==> src/esr_pkg.sv <==
// esr_pkg: constants and types shared by the status-reporting bank
// assumes a single 100 MHz clock and a synchronous active-high reset
package esr_pkg;
    // ----------------------------------------------------------------
    // register selectors for the query/command port
    // ----------------------------------------------------------------
    localparam logic [2:0] ESR_SEL_EVT = 3'h0; // event status register
    localparam logic [2:0] ESR_SEL_ENA = 3'h1; // event status enable mask
    localparam logic [2:0] ESR_SEL_OPC = 3'h2; // operation condition
    localparam logic [2:0] ESR_SEL_OPE = 3'h3; // operation event
    localparam logic [2:0] ESR_SEL_QUC = 3'h4; // questionable condition
    localparam logic [2:0] ESR_SEL_QUE = 3'h5; // questionable event
    localparam logic [2:0] ESR_SEL_OPN = 3'h6; // operation enable
    localparam logic [2:0] ESR_SEL_QUN = 3'h7; // questionable enable
    // ----------------------------------------------------------------
    // event status bit positions
    // ----------------------------------------------------------------
    localparam int ESR_B_OPC = 0; // operation complete
    localparam int ESR_B_QRY = 2; // query error
    localparam int ESR_B_DEV = 3; // device-dependent error
    localparam int ESR_B_EXE = 4; // execution error
    localparam int ESR_B_CMD = 5; // command error
    localparam int ESR_B_PON = 7; // power on
    // ----------------------------------------------------------------
    // operation / questionable bit positions and used-bit masks
    // ----------------------------------------------------------------
    localparam int ESR_O_CAL = 0;  // calibrating
    localparam int ESR_Q_BAT = 2;  // battery low
    localparam int ESR_Q_TMP = 4;  // temperature
    localparam int ESR_Q_LIM = 9;  // limit violated
    localparam int ESR_Q_UNA = 10; // unaligned measurement
    localparam logic [7:0] ESR_EVT_USED = 8'hBD;
    localparam logic [15:0] ESR_OP_USED = 16'h0001;
    localparam logic [15:0] ESR_QU_USED = 16'h0614;
    // ----------------------------------------------------------------
    // reset values and status byte positions
    // ----------------------------------------------------------------
    localparam logic [7:0] ESR_EVT_RST = 8'h80; // power-on recorded
    localparam logic [15:0] ESR_ZERO16 = 16'h0000;
    localparam int ESR_SB_QUE = 3; // questionable summary
    localparam int ESR_SB_ESB = 5; // event summary
    localparam int ESR_SB_OPR = 7; // operation summary
    // error queue code ranges
    localparam logic signed [15:0] ESR_ERR_DEV = -16'sd300;
    localparam logic signed [15:0] ESR_ERR_EXE = -16'sd200;
    localparam logic signed [15:0] ESR_ERR_CMD = -16'sd100;
    // ----------------------------------------------------------------
    // operation-complete tracker states
    // ----------------------------------------------------------------
    typedef enum logic [1:0] {ESR_IDLE, ESR_WAIT} esr_opc_t;
endpackage : esr_pkg

==> src/esr_evt_latch.sv <==
// esr_evt_latch: one sticky event register with read-to-clear
// assumes sources are synchronous; set wins over a clear in one cycle
`timescale 1ns/1ns
`default_nettype none
module esr_evt_latch #(
    parameter int W = 16,
    parameter logic [W-1:0] USED = '1,
    parameter logic [W-1:0] RST = '0
) (
    input wire logic mclk_i,
    input wire logic rst_i,
    input wire logic [W-1:0] set_i,    // one-cycle set pulses
    input wire logic clr_i,            // read of this register
    output logic [W-1:0] evt_o         // latched events
);
    logic [W-1:0] evt_r;
    logic [W-1:0] evt_nxt;
    // elaboration guard: the bank never carries registers above 16 bits
    if (W < 1 || W > 16) begin : g_bad_width
        $error("esr_evt_latch: W must lie between 1 and 16");
    end
    // ----------------------------------------------------------------
    // next value: clear on read, but a new set survives the clear
    // ----------------------------------------------------------------
    always_comb begin
        evt_nxt = clr_i ? '0 : evt_r;
        evt_nxt = (evt_nxt | set_i) & USED;
    end
    always_ff @(posedge mclk_i) begin
        if (rst_i) begin
            evt_r <= RST;
        end else begin
            evt_r <= evt_nxt;
        end
    end
    assign evt_o = evt_r;
endmodule : esr_evt_latch
`default_nettype wire

==> src/esr_status_bank.sv <==
// esr_status_bank: event status, operation and questionable registers
// assumes a command decoder turns queries into one-cycle read strobes
// Notes on behaviour
// - opc sets bit0 once earlier commands finish
// - query error sets event bit 2
// - device error sets bit 3, queues dev_code_i unchanged
// - execution error sets bit 4, queues -2xx
// - command error sets bit 5, queues -1xx
// - power-on sets event bit 7
// - event status register readable by query
// - enable mask writable and readable back
// - operation has condition and event parts
// - bit 0 high while calibrating only
// - bit 15 always reads zero
// - questionable condition and event each readable
// - battery low while on battery sets questionable bit 2
// - temperature sets questionable bit 4
// - limit violation sets questionable bit 9
// - unaligned measurement sets bit 10, indicator
// - summary bit 5 from enabled events
// - summary bit 7 from operation events
// - summary bit 3 from questionable events
`timescale 1ns/1ns
`default_nettype none
module esr_status_bank (
    input wire logic mclk_i,
    input wire logic rst_i,
    // command side
    input wire logic opc_cmd_i,        // operation-complete command
    input wire logic cmds_busy_i,      // earlier commands still running
    input wire logic query_err_i,      // unrequested read or abandoned
    input wire logic dev_err_i,        // device-dependent failure
    input wire logic [15:0] dev_code_i, // device error number
    input wire logic exe_err_i,        // valid but not executable
    input wire logic [7:0] exe_sub_i,  // offset within -2xx range
    input wire logic cmd_err_i,        // undefined or malformed
    input wire logic [7:0] cmd_sub_i,  // offset within -1xx range
    // register access
    input wire logic rd_i,             // one-cycle query strobe
    input wire logic wr_i,             // one-cycle set strobe
    input wire logic [2:0] sel_i,      // esr_pkg::ESR_SEL_* selector
    input wire logic [15:0] wdata_i,   // write data
    output logic [15:0] rdata_o,       // query answer
    output logic rvalid_o,             // answer valid pulse
    // instrument conditions
    input wire logic calibrating_i,    // calibration running
    input wire logic on_battery_i,     // no external supply
    input wire logic batt_low_i,       // charge below about 5%
    input wire logic temp_bad_i,       // questionable temperature
    input wire logic limit_fail_i,     // limit value violated
    input wire logic unaligned_i,      // measuring without alignment
    output logic unaligned_indicator_o, // user-visible warning
    // error queue push
    output logic err_push_o,           // push pulse
    output logic [15:0] err_code_o,    // signed error number
    // status byte summary bits
    output logic [7:0] stb_sum_o       // bits 3, 5, 7 only
);
    import esr_pkg::*;
    // ----------------------------------------------------------------
    // state
    // ----------------------------------------------------------------
    logic [7:0] ena_r, ena_nxt;        // event enable mask
    logic [15:0] open_r, open_nxt;     // operation enable
    logic [15:0] quen_r, quen_nxt;     // questionable enable
    logic [15:0] rdata_r, rdata_nxt;   // answer register
    logic rvalid_r, rvalid_nxt;
    logic push_r, push_nxt;
    logic [15:0] code_r, code_nxt;
    logic [15:0] opcond_r, opcond_nxt; // operation condition
    logic [15:0] qucond_r, qucond_nxt; // questionable condition
    logic [15:0] opcond_q, qucond_q;   // previous conditions for edges
    logic [7:0] evt_set;               // event status set pulses
    logic [15:0] op_set, qu_set;       // rising-condition pulses
    logic [7:0] evt;                   // latched event status
    logic [15:0] op_evt, qu_evt;       // latched event parts
    logic opc_fire;                    // operation complete reached
    esr_opc_t st_r, st_nxt;            // opc tracker
    // ----------------------------------------------------------------
    // read-clear decode shared by the three event parts
    // ----------------------------------------------------------------
    function automatic logic rd_hit(input logic rd, input logic [2:0] s,
                                    input logic [2:0] want);
        rd_hit = rd && (s == want);
    endfunction : rd_hit
    // ----------------------------------------------------------------
    // operation-complete tracker: waits for earlier commands to drain
    // ----------------------------------------------------------------
    always_comb begin
        st_nxt = st_r;
        opc_fire = 1'b0;
        case (st_r)
            ESR_IDLE: begin
                if (opc_cmd_i && !cmds_busy_i) begin
                    opc_fire = 1'b1;
                end else if (opc_cmd_i) begin
                    st_nxt = ESR_WAIT;
                end
            end
            ESR_WAIT: begin
                if (!cmds_busy_i) begin
                    opc_fire = 1'b1;
                    st_nxt = ESR_IDLE;
                end
            end
            default: st_nxt = ESR_IDLE;
        endcase
    end
    always_ff @(posedge mclk_i) begin
        if (rst_i) begin
            st_r <= ESR_IDLE;
        end else begin
            st_r <= st_nxt;
        end
    end
    // ----------------------------------------------------------------
    // event status set sources; power-on comes from the reset value
    // ----------------------------------------------------------------
    always_comb begin
        evt_set = 8'h00;
        evt_set[ESR_B_OPC] = opc_fire;
        evt_set[ESR_B_QRY] = query_err_i;
        evt_set[ESR_B_DEV] = dev_err_i;
        evt_set[ESR_B_EXE] = exe_err_i;
        evt_set[ESR_B_CMD] = cmd_err_i;
    end
    // ----------------------------------------------------------------
    // conditions: registered live levels, used bits only
    // ----------------------------------------------------------------
    always_comb begin
        opcond_nxt = ESR_ZERO16;
        opcond_nxt[ESR_O_CAL] = calibrating_i;
        qucond_nxt = ESR_ZERO16;
        qucond_nxt[ESR_Q_BAT] = on_battery_i && batt_low_i;
        qucond_nxt[ESR_Q_TMP] = temp_bad_i;
        qucond_nxt[ESR_Q_LIM] = limit_fail_i;
        qucond_nxt[ESR_Q_UNA] = unaligned_i;
        // event parts record positive transitions of the condition
        op_set = opcond_r & ~opcond_q;
        qu_set = qucond_r & ~qucond_q;
    end
    always_ff @(posedge mclk_i) begin
        if (rst_i) begin
            opcond_r <= ESR_ZERO16;
            qucond_r <= ESR_ZERO16;
            opcond_q <= ESR_ZERO16;
            qucond_q <= ESR_ZERO16;
        end else begin
            opcond_r <= opcond_nxt;
            qucond_r <= qucond_nxt;
            opcond_q <= opcond_r;
            qucond_q <= qucond_r;
        end
    end
    // ----------------------------------------------------------------
    // sticky event parts, cleared by their own query
    // ----------------------------------------------------------------
    esr_evt_latch #(.W(8), .USED(ESR_EVT_USED), .RST(ESR_EVT_RST)) u_evt (
        .mclk_i(mclk_i),
        .rst_i(rst_i),
        .set_i(evt_set),
        .clr_i(rd_hit(rd_i, sel_i, ESR_SEL_EVT)),
        .evt_o(evt)
    );
    esr_evt_latch #(.W(16), .USED(ESR_OP_USED), .RST(ESR_ZERO16)) u_op (
        .mclk_i(mclk_i),
        .rst_i(rst_i),
        .set_i(op_set),
        .clr_i(rd_hit(rd_i, sel_i, ESR_SEL_OPE)),
        .evt_o(op_evt)
    );
    esr_evt_latch #(.W(16), .USED(ESR_QU_USED), .RST(ESR_ZERO16)) u_qu (
        .mclk_i(mclk_i),
        .rst_i(rst_i),
        .set_i(qu_set),
        .clr_i(rd_hit(rd_i, sel_i, ESR_SEL_QUE)),
        .evt_o(qu_evt)
    );
    // ----------------------------------------------------------------
    // enable writes, query answers and error queue pushes
    // ----------------------------------------------------------------
    always_comb begin
        ena_nxt = ena_r;
        open_nxt = open_r;
        quen_nxt = quen_r;
        if (wr_i) begin
            case (sel_i)
                ESR_SEL_ENA: ena_nxt = wdata_i[7:0];
                ESR_SEL_OPN: open_nxt = wdata_i & ESR_OP_USED;
                ESR_SEL_QUN: quen_nxt = wdata_i & ESR_QU_USED;
                default: ena_nxt = ena_r; // other registers are read-only
            endcase
        end
        rvalid_nxt = rd_i;
        rdata_nxt = ESR_ZERO16;
        case (sel_i)
            ESR_SEL_EVT: rdata_nxt = {8'h00, evt};
            ESR_SEL_ENA: rdata_nxt = {8'h00, ena_r};
            ESR_SEL_OPC: rdata_nxt = opcond_r;
            ESR_SEL_OPE: rdata_nxt = op_evt;
            ESR_SEL_QUC: rdata_nxt = qucond_r;
            ESR_SEL_QUE: rdata_nxt = qu_evt;
            ESR_SEL_OPN: rdata_nxt = open_r;
            ESR_SEL_QUN: rdata_nxt = quen_r;
            default: rdata_nxt = ESR_ZERO16;
        endcase
        if (!rd_i) begin
            rdata_nxt = rdata_r; // hold the last answer between queries
        end
        rdata_nxt[15] = 1'b0;
        // one push per cycle; device error outranks execution, command
        push_nxt = dev_err_i || exe_err_i || cmd_err_i;
        if (dev_err_i) begin
            code_nxt = dev_code_i;
        end else if (exe_err_i) begin
            code_nxt = ESR_ERR_EXE - {8'h00, exe_sub_i};
        end else if (cmd_err_i) begin
            code_nxt = ESR_ERR_CMD - {8'h00, cmd_sub_i};
        end else begin
            code_nxt = code_r;
        end
    end
    always_ff @(posedge mclk_i) begin
        if (rst_i) begin
            ena_r <= 8'h00;
            open_r <= ESR_ZERO16;
            quen_r <= ESR_ZERO16;
            rdata_r <= ESR_ZERO16;
            rvalid_r <= 1'b0;
            push_r <= 1'b0;
            code_r <= ESR_ZERO16;
        end else begin
            ena_r <= ena_nxt;
            open_r <= open_nxt;
            quen_r <= quen_nxt;
            rdata_r <= rdata_nxt;
            rvalid_r <= rvalid_nxt;
            push_r <= push_nxt;
            code_r <= code_nxt;
        end
    end
    // ----------------------------------------------------------------
    // outputs and summary bits
    // ----------------------------------------------------------------
    assign rdata_o = rdata_r;
    assign rvalid_o = rvalid_r;
    assign err_push_o = push_r;
    assign err_code_o = code_r;
    assign unaligned_indicator_o = qucond_r[ESR_Q_UNA];
    always_comb begin
        stb_sum_o = 8'h00;
        stb_sum_o[ESR_SB_ESB] = |(evt & ena_r);
        stb_sum_o[ESR_SB_OPR] = |(op_evt & open_r);
        stb_sum_o[ESR_SB_QUE] = |(qu_evt & quen_r);
    end
endmodule : esr_status_bank
`default_nettype wire

==> config.mk <==
export PLATFORM = sky130hd
export DESIGN_NAME = esr_status_bank
export DESIGN_NICKNAME = d
export VERILOG_FILES = /design/src/esr_pkg.sv /design/src/esr_evt_latch.sv /design/src/esr_status_bank.sv
export SDC_FILE = /design/constraint.sdc
export NUM_CORES = 1
export LEC_CHECK = 0
export BUFFER_PORTS_ARGS = -buffer_cell sky130_fd_sc_hd__buf_2
export CAP_MARGIN = 30
export CORE_UTILIZATION = 40
export DETAILED_ROUTE_END_ITERATION = 6
export PLACE_DENSITY = 0.65
export SLEW_MARGIN = 20
export SYNTH_ARGS = -nofsm -noshare
export SYNTH_HDL_FRONTEND = slang
export SYNTH_HIERARCHICAL = 1
export SYNTH_SLANG_ARGS = --single-unit
==> constraint.sdc <==
create_clock -name mclk_i -period 3.26 [get_ports mclk_i]
set_clock_uncertainty 0.2 [all_clocks]
set_input_delay 0 -clock mclk_i [delete_from_list [all_inputs] [get_ports mclk_i]]
set_output_delay 0 -clock mclk_i [all_outputs]
set_load 0.02 [all_outputs]
[After elaboration in Yosys (flattened, before gate mapping)]
Index checks and enable logic that the tools add are counted.
Widths: inputs -> output; s select.
Operators by class
  add/subtract/negate cells: 2
  equality and inequality tests: 11
  multiplexer cells: 14
  bitwise operators: 10
  reductions and logical operators: 18
Operator list (number)
  $pmux 15 s8: 1
  $mux 16: 3
  $reduce_or 16->1: 2
  $and 11x11->11: 2
  $eq 3x3->1 const B: 4
  $mux 11: 1
  $not 11->11: 1
  $or 11x11->11: 1
  $sub 8x9->10 const A: 1
  $sub 9x9->10 const A: 1
  $and 8x8->8: 1
  $mux 8: 1
  $or 8x6->8: 1
  $reduce_or 8->1: 1
  $eq 3x2->1 const B: 2
  $mux 2: 3
  $ne 2x2->1 const B: 3
  $reduce_and 2->1: 3
  $logic_and 1x1->1: 5
  $pmux 2 s2: 1
  $eq 3x1->1 const B: 1
  $logic_not 3->1: 1
  $mux 1: 3
  $reduce_and 3->1: 1
  other kinds (9): 11
Storage, ports and cells
  register bits: 78
  input bits: 67
  output and inout bits: 43
  word-level logic and storage cells: 71

[Longest topological paths before layout]
Gate-level depths: netlist (run 1).
  depth in word-level cells: 5
  gate-level depth with buffers: 7
  gate-level depth less buffers: 7

[Modules after synthesis]
Netlist (run 1), hierarchy kept.
Modules (own cells, without submodules)
  esr_status_bank: times used 1, cells each 348, area each 2889.0 µm², seq. area each 1141.1 µm²
  esr_evt_latch (u_qu): times used 1, cells each 29, area each 234.0 µm², seq. area each 80.1 µm²
  esr_evt_latch (u_evt): times used 1, cells each 27, area each 226.5 µm², seq. area each 120.1 µm²
  esr_evt_latch (u_op): times used 1, cells each 20, area each 155.1 µm², seq. area each 20.0 µm²

[Worst setup path before layout (run 1)]
Ideal clock, no wire load.
  kind: in2reg
  from: input cmd_sub_i[0]
  to: register code_r[6], in the netlist err_code_o[6]
  library setup time: 0.086 ns
  arrival: 1.035 ns
  required time: 2.974 ns
  path slack: 1.940 ns
  stages: 7
  path buffers: 0
  cell sequence: inv_1 > ha_1 > nand3b_1 > o21bai_1 > xor2_1 > mux2i_1 > a211oi_1
Between the ends
  word-level cells in the longest chain between the ends: 4
RTL lines
  start, declared: line esr_status_bank.sv:37  | input wire logic [7:0] cmd_sub_i,
  $sub 8x9->10: line esr_status_bank.sv:218  | code_nxt = ESR_ERR_CMD - {8'h00, cmd_sub_i};
  $mux 16: line esr_status_bank.sv:217  | end else if (cmd_err_i) begin
  $mux 16: line esr_status_bank.sv:215  | end else if (exe_err_i) begin
  $mux 16: line esr_status_bank.sv:213  | if (dev_err_i) begin
  end signal, assigned: line esr_status_bank.sv:239  | code_r <= code_nxt;
  end, declared: line esr_status_bank.sv:69  | logic [15:0] code_r, code_nxt;
Every way passes these cells. The select of a mux whose other input is x is not followed.
A chain may end at the register's enable or synchronous reset.

[Worst setup path after layout (run 1)]
  from: input dev_err_i
  to: register code_r[6], in the netlist err_code_o[6]
Between the ends
  word-level cells in the longest chain between the ends: 1
  elaborated cells on any way between the ends: 2
  those cells by class: mux: 1; reduce/logical: 1
RTL lines
  start, declared: line esr_status_bank.sv:32  | input wire logic dev_err_i,
  $reduce_bool 3->1 (no source line) / $mux 16 (equally long branches)
Several ways; a longest one is shown, not always the timed one.

==> results of run 1 <==
-- final timing paths --
| kind | from | endpoint | slack (ps) | cells after the start |
|---|---|---|---|---|
| setup / recovery | dev_err_i | err_code_o[6] | 380 | 8 |
| setup reg to reg | err_code_o[3] | err_code_o[3] | 1730 | 5 |
| hold reg to reg | err_code_o[4] | err_code_o[4] | 260 | 2 |
| hold / removal | sel_i[1] | rdata_o[2] | 20 | 3 |
-- worst min-delay path, cell delays in order --
cell and delay, ps:
buf_2 260, o22a_1 180, o32ai_1 80
-- timing repair --
item | in CTS | in global routing
hold buffers | 64 | 0
gates resized for setup | 0 | 0
hold endpoints to repair | 51 | 0
-- flip-flops by register name, indices dropped and copies added (netlist names) --
register and cells:
err_push_o 1, open_r 1, opcond_r 1, u_evt/evt_o 6
u_op/evt_o 1, qucond_q 4, err_code_o 16, ena_r 8
st_r 1, quen_r 4, u_qu/evt_o 4, rdata_o 15
opcond_q 1, qucond_r 4, rvalid_o 1
-- layer usage --
layer / vias to the layer above / global-route usage
met4: 0 / 0.102
li1: 1689 / -
met5: - / 0
met1: 1547 / 0.257
met2: 118 / 0.335
met3: 20 / 0.0327
-- layout make-up --
cell class	count	area (um2)	area share
multi-input combinational	303	1790	0.378
sequential	68	1360	0.288
timing repair buffer	163	1140	0.241
clock buffer	11	141	0.0299
tap	105	131	0.0278
inverter	25	93.8	0.0198
clock inverter	5	75.1	0.0159
-- stage by stage --
| step | cell area [um2] | setup slack [ps] | instances | hold slack, ps |
|---|---|---|---|---|
| 2_1_floorplan | 3600 | 1940 | 452 | -138 |
| 4_1_cts | 4730 | 467 | 680 | 4.54 |
| 6_report | 4730 | 380 | 680 | 20.9 |
| 5_1_grt | 4730 | 282 | 680 | 57.3 |
| 3_5_place_dp | 3870 | 1490 | 600 | 18.2 |
| 3_3_place_gp | 3870 | 1520 | 600 | 16.6 |
-- power by group through the flow --
stage,logic [W],registers [W],clock network [W]
6_report,0.000377,0.000901,0.000766
5_1_grt,0.000411,0.000906,0.000815
4_1_cts,0.000370,0.000900,0.000779
3_5_place_dp,0.000302,0.000919,0
3_3_place_gp,0.000298,0.000918,0
2_1_floorplan,0.000198,0.000946,0
-- cell usage in the layout (no fill, tap or decap), drive strengths merged, types with 3 or more instances in the layout --
master       count
a211oi           6
a21oi           38
a221oi           3
a22o             5
a22oi           14
and3             3
buf             99
clkbuf          11
clkinv           5
conb            34
dfxtp           68
dlygate4sd3     64
inv             23
mux2i           10
nand2           43
nand2b          10
nand3           10
nor2            28
nor2b           19
nor3             5
o211ai          10
o21ai           22
o221a            7
xnor2            6
xor2             6
==> metrics.txt, run 1 <==
number of antenna diodes=0; Min-Delay Path Class=in2reg; grt total ovfl=0; top layer reached by signal wires=met4; initial antenna violation count=0; Tcrit/Tclk final=0.883; status=completed; worst slew pin tran=743 ps; detailed placement HPWL=5840 um; first-pass GRT wire length=14200 um; CTS buffer count=9; max_cap viols=0; Final TNS setup=0 ps; CP required=3350 ps; PortBufs=97; sw power=0.000542 W; Hold Fails Final Rpt=0; Logic pwr share=0.184; Total Power=0.00204 W; CP Max Fanout=17; Area Growth Syn to Fin=35.6%; synth warn=6; post-DR wirelength/cell=13.5 um; CP Cell Sequence=dlygate4sd3_1 -> buf_2 -> clkinv_1 -> nand2_1 -> o22ai_1 -> dlygate4sd3_1 -> a211oi_1 -> dlygate4sd3_1; DRT iter0 DRCs=79; Synth Instances=422; internal power=0.00150 W; I/O pin cnt=110; RSZ-0062 raised after global routing=false; die area=0.00910 mm2; all-layer global routing usage=0.203; Avg Inst Size Synth=8.27 um2; Initial Utilization=0.418; Fillers=771; Worst Setup End Kind=flip-flop; CTS Sinks=68; nets=639; Reg power frac=0.441; largest net degree at the start of global routing=58; CP Data Arrival Time=2960 ps; layout cells sized above 1=0.226; Most Frequent Cell on Critical Path=dlygate4sd3_1; num rows=33; vias in the first global route=3077; ANT nets after route=0; clock-pin slew on the worst setup and hold paths=70 ps; crit-path max cell delay=580 ps; Buf/Inv on CP=5; Root Buffer=clkbuf_8; Worst VDD drop=0.181 mV; worst-skew pair later-pin latency=350 ps; Vias/cell=4.96; Max Transition Viols Final=0; type of the worst setup path=in2reg; routed via count=3374; H-tree depth=3; final-report setup violation count=0; Final Core Density=0.567; Rel. slew slack=0.503; delay-heaviest family, CP=buffers and inverters; CTS tree=yes; Sw Share=0.265; Syn Std Cell Area=0.00349 mm2; Pleak=2.13 nW; total power per unit cell area=432 mW/mm2; Final Wtd Congestion=0.836; total setup buffers inserted after CTS=0; Startpoint Class=input port; # DRC=0; fmax=0.347 GHz; Routed WL=9170 um; wire length on met3=443 um; die width=95.4 um; Met2 Routed Length=4430 um; Clock Path Buffers=2; fin crit period=2880 ps; drt first pass iters=5; Clock Power Share=0.375; Metal-1 WL=4060 um; Core ar.=0.00834 mm2; Worst path slowest cell=dlygate4sd3_1; Die Span Y=95.4 um
Power figures use the tool's default switching activity.
==> run 2: changes to the inputs <==
--- a/config.mk
+++ b/config.mk
@@ -9,9 +9,8 @@
 export CAP_MARGIN = 30
 export CORE_UTILIZATION = 40
 export DETAILED_ROUTE_END_ITERATION = 6
-export PLACE_DENSITY = 0.65
+export PLACE_DENSITY = 0.67
 export SLEW_MARGIN = 20
 export SYNTH_ARGS = -nofsm -noshare
 export SYNTH_HDL_FRONTEND = slang
-export SYNTH_HIERARCHICAL = 1
 export SYNTH_SLANG_ARGS = --single-unit
==> run 2 against run 1 <==
Hold slack gained 40 ps. Flip-flop and latch count shrank 5. Clock power grew 11%. Register-to-register slack lost 200 ps. Synthesized cell count shrank 21%. Synthesized area shrank 15%. Die area shrank 15%. Largest power group is now the clock network. Via count shrank 18%.
==> metrics.txt, run 2 <==
DP Worst Slack=1700 ps (was 1490 ps); Total Power=0.00199 W (was 0.00204 W); FF+latch count, synth=63; Initial Utilization=0.411 (was 0.418); Die Span Y=88.1 um (was 95.4 um); H-tree depth=3 (unchanged); nets=546 (was 639); fmax=0.407 GHz (was 0.347 GHz); asr flop ratio synth=0; Final WS setup=804 ps (was 380 ps); die area=0.00776 mm2 (was 0.00910 mm2); CP Max Fanout=22 (was 17); Synth Instances=334 (was 422); CTS Sinks=63 (was 68); PortBufs=92 (was 97); synth warn=0 (was 6); Rel. slew slack=0.421 (was 0.503); Most Frequent Cell on Critical Path=dlygate4sd3_1 (unchanged); commonest non-fill, non-tap cell in the layout=buf_2 (unchanged); sink of the worst hold path=err_code_o[1] (was rdata_o[2]); number of distinct library cells after synthesis=53; Tcrit/Tclk final=0.754 (was 0.883); post-DR wirelength/cell=12.7 um (was 13.5 um); # DRC=0 (unchanged); Yosys top cell by area=dfxtp_1; RSZ-0062 raised after global routing=false (unchanged); drt first pass iters=4 (was 5); first-pass GRT wire length=11600 um (was 14200 um); I/O pin cnt=110 (unchanged); max FFs per register=16 (unchanged); top cells by area, synth=dfxtp_1 43%, nor2b_1 4.6%, mux2i_1 4.4%, a21oi_1 4.2%, nor2_1 4.2%; Routed WL=7380 um (was 9170 um); routed via count=2777 (was 3374); detailed placement HPWL=4670 um (was 5840 um); number of antenna diodes=0 (unchanged); Core ar.=0.00721 mm2 (was 0.00834 mm2); Max Transition Viols Final=0 (unchanged); Avg Inst Size Synth=8.87 um2 (was 8.27 um2); total setup buffers inserted after CTS=0 (unchanged); Hold Crit Depth=7 (was 3); post-synthesis sequential area ratio=0.426; Vias/cell=4.78 (was 4.96); R2R cell count=4 (was 5); largest net degree at the start of global routing=48 (was 58); Worst Setup End Kind=flip-flop (unchanged); all-layer global routing usage=0.197 (was 0.203); Synth top cells by count=63 x dfxtp_1, 33 x nor2_1, 26 x nand2_1; CP Data Arrival Time=2480 ps (was 2960 ps); clock-pin slew on the worst setup and hold paths=70 ps (about the same); EDFF count, synth=0; num rows=31 (was 33); Area Growth Syn to Fin=43.7% (was 35.6%); Pleak=1.90 nW (was 2.13 nW); CP Cell Sequence=dlygate4sd3_1 -> buf_2 -> nor2b_4 -> a32oi_1 -> dlygate4sd3_1 -> a21oi_1 -> dlygate4sd3_1 (was dlygate4sd3_1 -> buf_2 -> clkinv_1 -> nand2_1 -> o22ai_1 -> dlygate4sd3_1 -> a211oi_1 -> dlygate4sd3_1); max_cap viols=0 (unchanged); type of the worst setup path=in2reg (unchanged); fin crit period=2460 ps (was 2880 ps); Hold Fails Final Rpt=0 (unchanged); most frequent cell after synthesis=dfxtp_1; Final Wtd Congestion=0.768 (was 0.836); Placed Cells incl. Taps=506 (was 600); Non-Filler Instances=581 (was 680); total power per unit cell area=468 mW/mm2 (was 432 mW/mm2); Worst path slowest cell=dlygate4sd3_1 (unchanged); worst-skew pair later-pin latency=330 ps (was 350 ps); worst r2r src=err_code_o[6] (was err_code_o[3]); top-area cell type share of the netlist area=0.426; die width=88.1 um (was 95.4 um); CP required=3280 ps (was 3350 ps); crit-path max cell delay=600 ps (was 580 ps); worst slew pin tran=868 ps (was 743 ps); Syn Std Cell Area=0.00296 mm2 (was 0.00349 mm2); vias in the first global route=2500 (was 3077); Worst VDD drop=0.211 mV (was 0.181 mV); layout cells sized above 1=0.257 (was 0.226); Clock Path Buffers=2 (unchanged); Min-Delay Path Class=in2reg (unchanged); Startpoint Class=input port (unchanged); final-report setup violation count=0 (unchanged); prevailing post-synth register cell=dfxtp_1; Root Buffer=clkbuf_8 (unchanged); Worst Hold Launch=exe_sub_i[1] (was sel_i[1]); ANT nets after route=0 (unchanged); FF-to-FF setup slack=1530 ps (was 1730 ps); status=completed (unchanged); CTS buffer count=9 (unchanged); Final TNS setup=0 ps (unchanged); CTS tree=yes (unchanged); worst flop-to-flop path endpoint=err_code_o[6] (was err_code_o[3]); most frequent cells in the layout=92 x buf_2, 63 x dfxtp_1, 59 x dlygate4sd3_1 (was 97 x buf_2, 68 x dfxtp_1, 64 x dlygate4sd3_1); initial antenna violation count=0 (unchanged); DRT iter0 DRCs=134 (was 79); grt total ovfl=0 (unchanged)
-- run 2: cell type report --
type,count,area [um2]
Sequential cell,63,1260
Inverter,12,45.0
Clock inverter,6,116
Clock buffer,10,138
Multi-Input combinational cell,239,1520
Timing Repair Buffer,152,1060
Tap cell,99,124
Fill cell,680,2960
-- run 2: worst max path at each step --
| stage | startpoint | cells past startpoint | to |
|---|---|---|---|
| 2_1_floorplan | cmd_sub_i[0] | 6 | err_code_o[6] |
| 3_3_place_gp | rst_i | 3 | u_qu.evt_o[9] |
| 3_5_place_dp | rst_i | 3 | u_qu.evt_o[9] |
| 4_1_cts | dev_err_i | 7 | err_code_o[8] |
| 5_1_grt | dev_err_i | 7 | err_code_o[5] |
| 6_report | dev_err_i | 7 | err_code_o[5] |
-- run 2: layer usage --
metal / global-route usage / wire length (um) / up-vias
li1: - / - / 1427
met4: 0.101 / 211 / 0
met5: 0 / 0 / -
met1: 0.252 / 3360 / 1248
met2: 0.314 / 3470 / 84
met3: 0.0415 / 331 / 18
-- run 2: kinds of logic (layout without fill, tap and decap cells) --
group | count (synthesis) | after routing | share of synthesized area
AO/OA/AOI/OAI | 68 | 68 | 0.159
XOR/XNOR | 8 | 8 | 0.0236
adder cells (fa/ha/maj) | 2 | 2 | 0.00844
buffers and inverters | 42 | 180 | 0.0752
flip-flops | 63 | 63 | 0.426
multiplexers | 19 | 19 | 0.0705
other | 1 | 11 | 0.00127
AND/OR/NAND/NOR | 131 | 131 | 0.236
-- run 2: report_power, final --
part / total [W] / internal [W] / leakage (nW) / switching [W]
logic: 0.000316 / 0.000155 / 1.25 / 0.000161
registers: 0.000831 / 0.000809 / 0.519 / 0.0000225
clock network: 0.000848 / 0.000534 / 0.127 / 0.000314
-- run 2: timing repair --
action | in CTS | in global routing
hold endpoints to repair | 51 | 0
hold buffers | 59 | 0
resized for setup | 0 | 0
endpoints found under the setup margin | 0 | 0
-- run 2: per-stage QoR --
step / utilization / hold WS (ps) / area (um2)
finish: 0.590 / 61.1 / 4260
global route: 0.590 / 85.4 / 4260
CTS: 0.590 / 64.1 / 4260
detailed placement: 0.473 / 26.3 / 3410
global placement: 0.473 / 9.85 / 3410
floorplan: - / -117 / 3000
-- run 2: worst max-delay path: cells and delay by family --
| kind | cells | cell delay [ps] |
|---|---|---|
| AO/OA/AOI/OAI | 2 | 280 |
| buffers and inverters | 4 | 2090 |
| AND/OR/NAND/NOR | 1 | 110 |
